<file path="config.mk">
export PLATFORM = sky130hd
export DESIGN_NAME = sct_decoder
export DESIGN_NICKNAME = d
export VERILOG_FILES = /design/src/verilog/sct_pkg.sv /design/src/verilog/sct_decoder.sv
export SDC_FILE = /design/constraint.sdc
export NUM_CORES = 1
export LEC_CHECK = 0
export ABC_AREA = 1
export BUFFER_PORTS_ARGS = -buffer_cell sky130_fd_sc_hd__buf_2
export CORE_AREA = 2 2 60 62
export DETAILED_ROUTE_END_ITERATION = 16
export DIE_AREA = 0 0 62 64
export MAX_ROUTING_LAYER = met4
export PLACE_DENSITY = 0.72
export SLEW_MARGIN = 10
export SYNTH_ARGS = -nofsm -noshare
export SYNTH_HDL_FRONTEND = slang
export SYNTH_SLANG_ARGS = --single-unit
</file>
<file path="constraint.sdc">
create_clock -name clk -period 3.8 [get_ports clk]
set_clock_uncertainty 0.05 [all_clocks]
set_input_delay 0.76 -clock clk [delete_from_list [all_inputs] [get_ports clk]]
set_output_delay 0.76 -clock clk [all_outputs]
set_load 0.02 [all_outputs]
</file>
<file path="src/verilog/sct_pkg.sv">
// Package for the single-cycle core instruction timing decoder
package sct_pkg;

  // Instruction classes as decoded from the opcode
  typedef enum logic [12:0] {
    SCT_ONE     = 13'h0001,
    SCT_TWO     = 13'h0002,
    SCT_LOGIC3  = 13'h0004,
    SCT_BIT     = 13'h0008,
    SCT_JMPIND  = 13'h0010,
    SCT_BR2     = 13'h0020,
    SCT_LONG    = 13'h0040,
    SCT_BITBR   = 13'h0080,
    SCT_CMPBR   = 13'h0100,
    SCT_XDATA   = 13'h0200,
    SCT_ARITH   = 13'h0400,
    SCT_MULDIV  = 13'h0800,
    SCT_OTHER   = 13'h1000
  } sct_class_e;

  // Sequencer state
  typedef enum logic [2:0] {
    SCT_IDLE = 3'h1,
    SCT_BUSY = 3'h2,
    SCT_LAST = 3'h4
  } sct_state_e;

  localparam int          CYC_W          = 5;
  localparam int          WAIT_W         = 3;
  localparam logic [4:0]  CYC_ONE        = 5'h01;
  localparam logic [4:0]  CYC_TWO        = 5'h02;
  localparam logic [4:0]  CYC_THREE      = 5'h03;
  localparam logic [4:0]  CYC_FOUR       = 5'h04;
  localparam logic [4:0]  CYC_MULDIV     = 5'h09;
  localparam logic [1:0]  LEN_ONE        = 2'h1;
  localparam logic [1:0]  LEN_TWO        = 2'h2;
  localparam logic [1:0]  LEN_THREE      = 2'h3;
  localparam logic [7:0]  OP_LCALL       = 8'h12;
  localparam logic [7:0]  OP_JBC         = 8'h10;
  localparam logic [2:0]  WAIT_RESET     = 3'h0;
  localparam logic [4:0]  CNT_RESET      = 5'h00;

  // Decoded timing of one instruction
  typedef struct packed {
    logic [4:0] cycles;
    logic [1:0] length;
    logic       clear_bit;
  } sct_timing_s;

endpackage : sct_pkg

</file>
<file path="src/verilog/sct_decoder.sv">
// Instruction cycle and length decoder with per-instruction cycle sequencer
`timescale 1ns/10ps

module sct_decoder #(
  parameter int WAIT_W = sct_pkg::WAIT_W
) (
  input  wire logic              clk,
  input  wire logic              rst_n,
  input  wire logic              issue,
  input  wire logic [7:0]        opcode,
  input  wire logic              from_irq,
  input  wire logic              wait_load,
  input  wire logic [WAIT_W-1:0] wait_value,
  output logic [4:0]             cycles,
  output logic [1:0]             length,
  output logic                   clear_bit,
  output logic                   busy,
  output logic                   last_cycle,
  output logic                   fetch_next,
  output logic [WAIT_W-1:0]      external_wait_states
);

  sct_pkg::sct_class_e  op_class;
  sct_pkg::sct_timing_s dec;
  sct_pkg::sct_state_e  state;
  sct_pkg::sct_state_e  next_state;
  logic [4:0]           remain;
  logic [4:0]           next_remain;
  logic [4:0]           next_cycles;
  logic [1:0]           next_length;
  logic                 next_clear_bit;
  logic                 next_busy;
  logic                 next_last_cycle;
  logic                 next_fetch_next;
  logic [WAIT_W-1:0]    next_wait;

  // Opcode classification; low nibble and high nibble select the 8051 groups
  always_comb begin
    logic [3:0] hi;
    logic [3:0] lo;
    hi = opcode[7:4];
    lo = opcode[3:0];
    op_class = sct_pkg::SCT_OTHER;
    if (lo[3] || lo == 4'h4 || lo == 4'h0 && hi == 4'h0) begin
      op_class = sct_pkg::SCT_ONE;
    end
    if (lo == 4'h1) begin
      op_class = sct_pkg::SCT_BR2;
    end
    unique case (opcode)
      8'h00, 8'hC3, 8'hD3, 8'hB3, 8'hE4, 8'hF4, 8'hC4,
      8'h23, 8'h33, 8'h03, 8'h13, 8'h04, 8'h14: op_class = sct_pkg::SCT_ONE;
      8'h52, 8'h42, 8'h62, 8'h55, 8'h45, 8'h65, 8'h54, 8'h44, 8'h64,
      8'h56, 8'h57, 8'h46, 8'h47, 8'h66, 8'h67: op_class = sct_pkg::SCT_TWO;
      8'h53, 8'h43, 8'h63:                      op_class = sct_pkg::SCT_LOGIC3;
      8'hC2, 8'hD2, 8'hB2, 8'h82, 8'hB0, 8'h72, 8'hA0,
      8'hA2, 8'h92:                             op_class = sct_pkg::SCT_BIT;
      8'h73:                                    op_class = sct_pkg::SCT_JMPIND;
      8'h80, 8'h40, 8'h50, 8'h60, 8'h70:        op_class = sct_pkg::SCT_BR2;
      8'h22, 8'h32, 8'h02, 8'h12:               op_class = sct_pkg::SCT_LONG;
      8'h20, 8'h30, 8'h10:                      op_class = sct_pkg::SCT_BITBR;
      8'hB5, 8'hB4, 8'hB6, 8'hB7, 8'hD5:        op_class = sct_pkg::SCT_CMPBR;
      8'hE0, 8'hE2, 8'hE3, 8'hF0, 8'hF2, 8'hF3: op_class = sct_pkg::SCT_XDATA;
      8'h25, 8'h24, 8'h35, 8'h34, 8'h95, 8'h94, 8'h05, 8'h15,
      8'h26, 8'h27, 8'h36, 8'h37, 8'h96, 8'h97, 8'h06, 8'h07,
      8'h16, 8'h17, 8'hD4, 8'hA3:               op_class = sct_pkg::SCT_ARITH;
      8'hA4, 8'h84:                             op_class = sct_pkg::SCT_MULDIV;
      default: begin
        if (lo >= 4'h8 && (hi == 4'hB || hi == 4'hD)) begin
          op_class = (hi == 4'hB) ? sct_pkg::SCT_CMPBR : sct_pkg::SCT_BR2;
        end
      end
    endcase
  end

  // Cycle count and byte length per class, presented at decode
  always_comb begin
    dec.clear_bit = 1'b0;
    dec.cycles    = sct_pkg::CYC_ONE;
    dec.length    = sct_pkg::LEN_ONE;
    unique case (op_class)
      sct_pkg::SCT_ONE: begin
        dec.cycles = sct_pkg::CYC_ONE;
        dec.length = sct_pkg::LEN_ONE;
      end
      sct_pkg::SCT_TWO: begin
        dec.cycles = sct_pkg::CYC_TWO;
        dec.length = (opcode[3:1] == 3'h3) ? sct_pkg::LEN_ONE : sct_pkg::LEN_TWO;
      end
      sct_pkg::SCT_LOGIC3: begin
        dec.cycles = sct_pkg::CYC_THREE;
        dec.length = sct_pkg::LEN_THREE;
      end
      sct_pkg::SCT_BIT: begin
        dec.cycles = sct_pkg::CYC_TWO;
        dec.length = sct_pkg::LEN_TWO;
      end
      sct_pkg::SCT_JMPIND: begin
        dec.cycles = sct_pkg::CYC_THREE;
        dec.length = sct_pkg::LEN_ONE;
      end
      sct_pkg::SCT_BR2: begin
        dec.cycles = sct_pkg::CYC_THREE;
        dec.length = sct_pkg::LEN_TWO;
      end
      sct_pkg::SCT_LONG: begin
        // Interrupt entry skips the stack-fetch cycle of a real call
        if (opcode == sct_pkg::OP_LCALL && from_irq) begin
          dec.cycles = sct_pkg::CYC_THREE;
        end else begin
          dec.cycles = sct_pkg::CYC_FOUR;
        end
        // Long jump and call carry a 16-bit address; returns are one byte
        dec.length = (opcode[7:5] == 3'h0) ? sct_pkg::LEN_THREE : sct_pkg::LEN_ONE;
      end
      sct_pkg::SCT_BITBR: begin
        dec.cycles    = sct_pkg::CYC_FOUR;
        dec.length    = sct_pkg::LEN_THREE;
        dec.clear_bit = (opcode == sct_pkg::OP_JBC);
      end
      sct_pkg::SCT_CMPBR: begin
        dec.cycles = sct_pkg::CYC_FOUR;
        dec.length = sct_pkg::LEN_THREE;
      end
      sct_pkg::SCT_XDATA: begin
        // Wait field is narrow so the sum cannot overflow the count
        dec.cycles = sct_pkg::CYC_FOUR + 5'(external_wait_states);
        dec.length = sct_pkg::LEN_ONE;
      end
      sct_pkg::SCT_ARITH: begin
        dec.cycles = (opcode == 8'hA3) ? sct_pkg::CYC_THREE : sct_pkg::CYC_TWO;
        dec.length = (opcode[3:2] == 2'h1 && opcode[1:0] != 2'h0) ? sct_pkg::LEN_TWO
                   : sct_pkg::LEN_ONE;
      end
      sct_pkg::SCT_MULDIV: begin
        dec.cycles = sct_pkg::CYC_MULDIV;
        dec.length = sct_pkg::LEN_ONE;
      end
      sct_pkg::SCT_OTHER: begin
        dec.cycles = sct_pkg::CYC_TWO;
        dec.length = sct_pkg::LEN_TWO;
      end
    endcase
  end

  // Sequencer: one count per core clock
  always_comb begin
    next_state      = state;
    next_remain     = remain;
    next_cycles     = cycles;
    next_length     = length;
    next_clear_bit  = clear_bit;
    next_wait       = external_wait_states;
    next_fetch_next = 1'b0;
    if (wait_load) begin
      next_wait = wait_value;
    end
    unique case (state)
      sct_pkg::SCT_IDLE, sct_pkg::SCT_LAST: begin
        if (issue) begin
          next_cycles    = dec.cycles;
          next_length    = dec.length;
          next_clear_bit = dec.clear_bit;
          next_remain    = dec.cycles - 5'h01;
          next_state     = (dec.cycles == sct_pkg::CYC_ONE) ? sct_pkg::SCT_LAST
                         : sct_pkg::SCT_BUSY;
          next_fetch_next = (dec.cycles == sct_pkg::CYC_ONE);
        end else begin
          next_state = sct_pkg::SCT_IDLE;
        end
      end
      sct_pkg::SCT_BUSY: begin
        next_remain = remain - 5'h01;
        if (remain == 5'h01) begin
          next_state      = sct_pkg::SCT_LAST;
          next_fetch_next = 1'b1;
        end
      end
      default: next_state = sct_pkg::SCT_IDLE;
    endcase
    next_busy       = (next_state == sct_pkg::SCT_BUSY);
    next_last_cycle = (next_state == sct_pkg::SCT_LAST);
  end

  always_ff @(posedge clk or negedge rst_n) begin
    if (!rst_n) begin
      state                <= sct_pkg::SCT_IDLE;
      remain               <= sct_pkg::CNT_RESET;
      cycles               <= sct_pkg::CNT_RESET;
      length               <= 2'h0;
      clear_bit            <= 1'b0;
      busy                 <= 1'b0;
      last_cycle           <= 1'b0;
      fetch_next           <= 1'b0;
      external_wait_states <= WAIT_W'(sct_pkg::WAIT_RESET);
    end else begin
      state                <= next_state;
      remain               <= next_remain;
      cycles               <= next_cycles;
      length               <= next_length;
      clear_bit            <= next_clear_bit;
      busy                 <= next_busy;
      last_cycle           <= next_last_cycle;
      fetch_next           <= next_fetch_next;
      external_wait_states <= next_wait;
    end
  end

endmodule : sct_decoder

</file>
# Word-level counts from Yosys, hierarchy flattened

Cells that the tools add are included.

$add $sub $neg: 3
Equal/unequal tests: 112
$lt $le $gt $ge: 1
Reductions and logical operators: 29
Mux-type cells: 21

Operators by type and width:

| kind                   | number |
|---|---|
| $eq A8 B8 Y1 const B   | 34 |
| $eq A8 B7 Y1 const B   | 24 |
| $pmux W13 S12          | 1 |
| $eq A8 B6 Y1 const B   | 14 |
| $pmux W7 S11           | 1 |
| $eq A8 B5 Y1 const B   | 7 |
| $mux W13               | 3 |
| $eq A8 B3 Y1 const B   | 4 |
| $reduce_or A20 Y1      | 1 |
| $eq A8 B2 Y1 const B   | 2 |
| $reduce_or A15 Y1      | 1 |
| $eq A13 B1 Y1 const B  | 1 |
| $eq A13 B10 Y1 const B | 1 |
| $eq A13 B11 Y1 const B | 1 |
| $eq A13 B12 Y1 const B | 1 |
| $eq A13 B13 Y1 const B | 1 |
| $eq A13 B2 Y1 const B  | 1 |
| $eq A13 B3 Y1 const B  | 1 |
| $eq A13 B4 Y1 const B  | 1 |
| $eq A13 B5 Y1 const B  | 1 |
| $eq A13 B6 Y1 const B  | 1 |
| $eq A13 B7 Y1 const B  | 1 |
| $eq A13 B8 Y1 const B  | 1 |
| $eq A13 B9 Y1 const B  | 1 |
| 34 further kinds       | 61 |

Logic and storage cells: 175
Output and inout bits: 14
Bits of input ports: 16
Register bits: 22

# Longest topological paths before layout

Depth in word-level cells: 15
Depth in mapped cells: 17
Mapped depth without buffers: 17

# Worst setup path after synthesis

No wires, ideal clock.

Kind: input-to-reg
Start point: input port opcode[2]
End point: register remain[2]
Setup slack: 1.404 ns
Stages: 15
Buffers on the path: 0
Data arrival time: 2.221 ns
Library setup time: 0.125 ns
Data required time: 3.625 ns
Cell sequence: inv_1 nand2_4 nor2_2 nand2_2 nand3_1 nor2_1 nand2_1 nor2_2 nand3_1 nand3_2 nor3b_2 ha_1 nor2_1 o221ai_1 nand2_1

Longest elaborated chain between the ends: 13
Elaborated cells between the ends (all ways): 131
Those cells by class: 1 x add/sub; 1 x order compare; 100 x eq/ne; 9 x mux; 20 x reduce/logical

RTL lines:

| element                                                          | RTL line           | RTL |
|---|---|---|
| from (decl)                                                      | sct_decoder.sv:10  | `input wire logic [7:0] opcode,` |
| $eq A4 B3 Y1 / $logic_not A4 Y1 (equally long branches)          | sct_decoder.sv:44  | `if (lo[3] \|\| lo == 4'h4 \|\| lo == 4'h0 && hi == 4'h0) begin` |
| $logic_or A1 B1 Y1 / $logic_and A1 B1 Y1 (equally long branches) | sct_decoder.sv:44  |  |
| $logic_or A1 B1 Y1                                               | sct_decoder.sv:44  |  |
| $mux W13                                                         | sct_decoder.sv:44  |  |
| $mux W13                                                         | sct_decoder.sv:47  | `if (lo == 4'h1) begin` |
| $mux W13                                                         | sct_decoder.sv:69  | `if (lo >= 4'h8 && (hi == 4'hB \|\| hi == 4'hD)) begin` |
| $pmux W13 S12                                                    | sct_decoder.sv:50  | `unique case (opcode)` |
| $eq A13 B13 Y1 (tied with other cells)                           | sct_decoder.sv:81  | `unique case (op_class)` |
| $reduce_or A2 Y1 (no source line)                                | n/a                |  |
| $pmux W7 S11 *                                                   | sct_decoder.sv:81  |  |
| $sub A5 B1 Y5 *                                                  | sct_decoder.sv:164 | `next_remain = dec.cycles - 5'h01;` |
| $mux W5 *                                                        | sct_decoder.sv:160 | `if (issue) begin` |
| $pmux W5 S2 *                                                    | sct_decoder.sv:158 | `unique case (state)` |
| to (signal assigned)                                             | sct_decoder.sv:188 | `remain <= sct_pkg::CNT_RESET;` |
| to (signal assigned)                                             | sct_decoder.sv:198 | `remain <= next_remain;` |
| to (decl)                                                        | sct_decoder.sv:27  | `logic [4:0] remain;` |

Every way passes the cells marked *; elsewhere a longest branch is shown, timed or not. The select of a mux whose other input is x is not followed.
A chain may end at the register's enable or synchronous reset.

# Final worst setup path

Start point: input port opcode[7]
End point: register busy

Longest elaborated chain between the ends: 15
Elaborated cells between the ends (all ways): 133
Those cells by class: 102 x eq/ne; 11 x mux; 20 x reduce/logical

RTL lines:

| element                                | RTL line           | RTL |
|---|---|---|
| $logic_not A4 Y1                       | sct_decoder.sv:44  |  |
| $logic_and A1 B1 Y1                    | sct_decoder.sv:44  |  |
| $logic_or A1 B1 Y1                     | sct_decoder.sv:44  |  |
| $mux W13                               | sct_decoder.sv:44  |  |
| $mux W13                               | sct_decoder.sv:47  |  |
| $mux W13                               | sct_decoder.sv:69  |  |
| $pmux W13 S12                          | sct_decoder.sv:50  |  |
| $eq A13 B13 Y1 (tied with other cells) | sct_decoder.sv:81  |  |
| $reduce_or A2 Y1 (no source line)      | n/a                |  |
| $pmux W7 S11 *                         | sct_decoder.sv:81  |  |
| $eq A5 B1 Y1 *                         | sct_decoder.sv:165 | `next_state = (dec.cycles == sct_pkg::CYC_ONE) ? sct_pkg::SCT_LAST` |
| $mux W3 *                              | sct_decoder.sv:165 |  |
| $mux W3 *                              | sct_decoder.sv:160 |  |
| $pmux W3 S2 *                          | sct_decoder.sv:158 |  |
| $eq A3 B2 Y1 *                         | sct_decoder.sv:181 | `next_busy = (next_state == sct_pkg::SCT_BUSY);` |
| named net next_busy                    | sct_decoder.sv:32  | `logic next_busy;` |
| to (signal assigned)                   | sct_decoder.sv:202 | `busy <= next_busy;` |
| to (decl)                              | sct_decoder.sv:17  | `output logic busy,` |

Mark *: on every way through the listed nets, which the timed path passes. The rest lies on a longest branch. The select of a mux whose other input is x is not followed.

==> flow_metrics.env <==
export IMPL_place_gp_congestion=0.9590
export IMPL_wl_um=3715
export IMPL_grt_pass1_wl_um=6375
export IMPL_synth_ff_type="dfrtp_1"
export IMPL_ys_types=36
export IMPL_clock_sinks=21
export IMPL_antenna_found_initial=0
export IMPL_worstPathMaxFanout=4
export IMPL_die_w_um=62
export IMPL_fmax_ghz=0.3925
export IMPL_finalNonFillerCells=314
export IMPL_final_util=0.5589
export IMPL_yosysTopAreaCellShare=0.3084
export IMPL_synth_cells=238
export IMPL_grt_pass1_vias=1479
export IMPL_crit_buf_inv=2
export IMPL_core_rowCount=21
export IMPL_ant_nets=0
export IMPL_avgViaCountPerCell=5.146
export IMPL_ys_async_sr_fraction=1.000
export IMPL_yosysWarningCount=0
export IMPL_cts_tree="done"
export IMPL_root_buffer="clkbuf_4"
export IMPL_die_area_um2=3968
export IMPL_cts_buffer_depth=2
export IMPL_synth_area_leaders="dfrtp_1, nand2_1, nor2_1"
export IMPL_drv_slew=0
export IMPL_drive_above_1_share=0.2425
export IMPL_grt_usage=0.2138
export IMPL_cts_buffers=3
export IMPL_n_antenna_cell=0
export IMPL_placed_area_um2=1809
export IMPL_finalSetupViolations=0
export IMPL_irDropWorstVdd_mv=0.2047
export IMPL_maxCapViolCount=0
export IMPL_cts_reportedPaths_clkPinSlew_ns=0.12
export IMPL_syn_area_um2=1623
export IMPL_cp_top_family="simple AND/OR/NAND/NOR gates"
export IMPL_p_per_area_nw_per_um2=469.4
export IMPL_grt_max_degree=22
export IMPL_fin_crit_ns=2.548
export IMPL_first_pass_iters=4
export IMPL_cts_hold_buffers=0
export IMPL_hpwl_um=3117
export IMPL_wire_per_inst_um=11.83
export IMPL_ys_ff_latch=21
export IMPL_slowest_delay_ns=0.24
export IMPL_fin_area_um2=1836
export IMPL_crit_chain="buf_2 > inv_2 > nand2_1 > nor2_1 > nand3_1 > nand2_1 > nor2_1 > nand2_1 > nor2_2 > nand3_1 > nand3_2 > nor3b_2 > ha_1 > nand4_1 > o21ai_2 > nor2_1"
export IMPL_syn_to_final_growth_pct=13.11
export IMPL_leakage_nw=1.034
export IMPL_period_share=0.6704
export IMPL_setup_ws_ns=1.252
export IMPL_io_buffers=28
export IMPL_grt_overflow_total=0
export IMPL_place_ws_ns=0.9553
export IMPL_hold_viol=0
export IMPL_start_kind="input port"
export IMPL_cts_resized=0
export IMPL_grt_setup_unrepaired="false"
export IMPL_vias=1616
export IMPL_critPathRequiredTime_ns=3.93
export IMPL_initial_core_util=0.4941
export IMPL_worstSetupPathType="input port to flip-flop"
export IMPL_hp_class="input port to asynchronous set/reset pin"
export IMPL_cp_slowest_cell="nor3b_2"
export IMPL_synth_top_cell_by_area="dfrtp_1"
export IMPL_insertion_delay_ns=0.30
export IMPL_io_pins=30
export IMPL_synth_edf_count=0
export IMPL_syn_nets=258
export IMPL_drt_iter0_drc=81
export IMPL_post_cts_buffers=0
export IMPL_crit_arrival_ns=2.68
export IMPL_die_h_um=64
export IMPL_num_nets_final=289
export IMPL_htreeDepth=1
export IMPL_synth_seq_area_share=0.3246
export IMPL_outcome="complete, no violations"
export IMPL_drc_errors=0
export IMPL_dp_cells=310
export IMPL_avgSynthCellArea_um2=6.819
export IMPL_setup_tns_ns=0
export IMPL_cp_end_kind="flip-flop"
export IMPL_coreArea_um2=3284
synth_stat cells (3+ instances only):
library cell	number
a21oi_1	6
dfrtp_1	20
ha_1	4
inv_1	30
inv_2	6
nand2_1	58
nand2_2	6
nand3_1	17
nand4_1	6
nor2_1	33
nor2_2	8
nor3_1	3
o21ai_0	8
o221ai_1	3
layout by cell type (no fill, tap or decap), types with 2 or more instances in the layout:
master    Yosys  final
nor2_4        2      2
nand3_2       2      2
o21ai_1       2      2
xor2_1        2      2
nand4_1       6      6
clkbuf_4      0      3
a21oi_2       2      2
mux2_2        2      2
inv_2         6      6
buf_2         0     28
o21ai_2       2      2
nor2_1       33     33
o21ai_0       8      8
nor3_1        3      3
nand2_4       2      2
a21oi_1       6      6
o221ai_1      3      3
nand2_2       6      6
nand2_1      58     58
inv_1        30     30
dfrtp_1      20     20
nor2_2        8      8
ha_1          4      4
nand3_1      17     17
worst register-to-register path, cell delays in order (launching register included):
cell and delay, ns:
dfstp_2 0.54, nor2_1 0.04, inv_1 0.06, nand4_1 0.36
inv_1 0.38, nand3_1 0.12, o32a_1 0.35
path summary, 6_finish.rpt:
kind,slack [ns],to,depth (start not counted),startpoint
setup / recovery,1.25,busy$_DFF_PN0_,16,opcode[7]
min in group clk,0.45,cycles[2]$_DFFE_PN0P_,2,cycles[2]$_DFFE_PN0P_
max in group asynchronous,3.01,state[0]$_DFF_PN1_,1,rst_n
hold / removal,0.34,remain[2]$_DFFE_PN0P_,1,rst_n
setup reg to reg,1.81,length[0]$_DFFE_PN0P_,6,state[0]$_DFF_PN1_
hold reg to reg,0.45,cycles[2]$_DFFE_PN0P_,2,cycles[2]$_DFFE_PN0P_
cells by family after synthesis:
family | after synthesis | share of synthesized area
AOI/OAI and AO/OA | 28 | 0.1126
buffers and inverters | 38 | 0.09021
DFF | 21 | 0.3246
xor gates and xnor gates | 3 | 0.01619
other | 1 | 0.002311
and+or+nand+nor | 141 | 0.4094
muxes | 2 | 0.01388
adders and majority gates | 4 | 0.03084
registers in the layout (all words and copies together), names as in the netlist:
name                  cells
length                    2
remain                    5
cycles                    4
fetch_next                1
state                     3
last_cycle                1
clear_bit                 1
external_wait_states      3
busy                      1
final cells by class:
cell class              instances  area (µm²)
clock buffers                   4       26.28
fillers                       328        1449
inverters                      36       135.1
multi-input cells             179       949.7
flip-flops and latches         21       526.8
well taps                      46       57.56
repair buffers                 28       140.1
stage by stage:
step / hold slack, ns / total power [mW]
floorplan: 0.4139 / 0.6476
global placement: 0.4128 / 0.7579
detailed placement: 0.4268 / 0.7628
CTS: 0.3516 / 0.8661
global route: 0.3663 / 0.9418
finish: 0.3432 / 0.8616
where the power goes:
part           total (mW)  switching (mW)  internal (mW)
clock network       0.104          0.0630         0.0408
registers           0.345          0.0431          0.302
logic               0.412           0.266          0.146
total               0.862           0.372          0.490
metal layers:
| layer | routed length (µm) | up-vias | global-route usage |
|---|---|---|---|
| met3 | 203 | 12 | 0.04656 |
| met4 | 90 | 0 | 0.06117 |
| li1 | - | 822 | - |
| met2 | 1704 | 59 | 0.3281 |
| met1 | 1717 | 723 | 0.2797 |
| met5 | 0 | - | - |
Power figures use the tool's default switching activity.
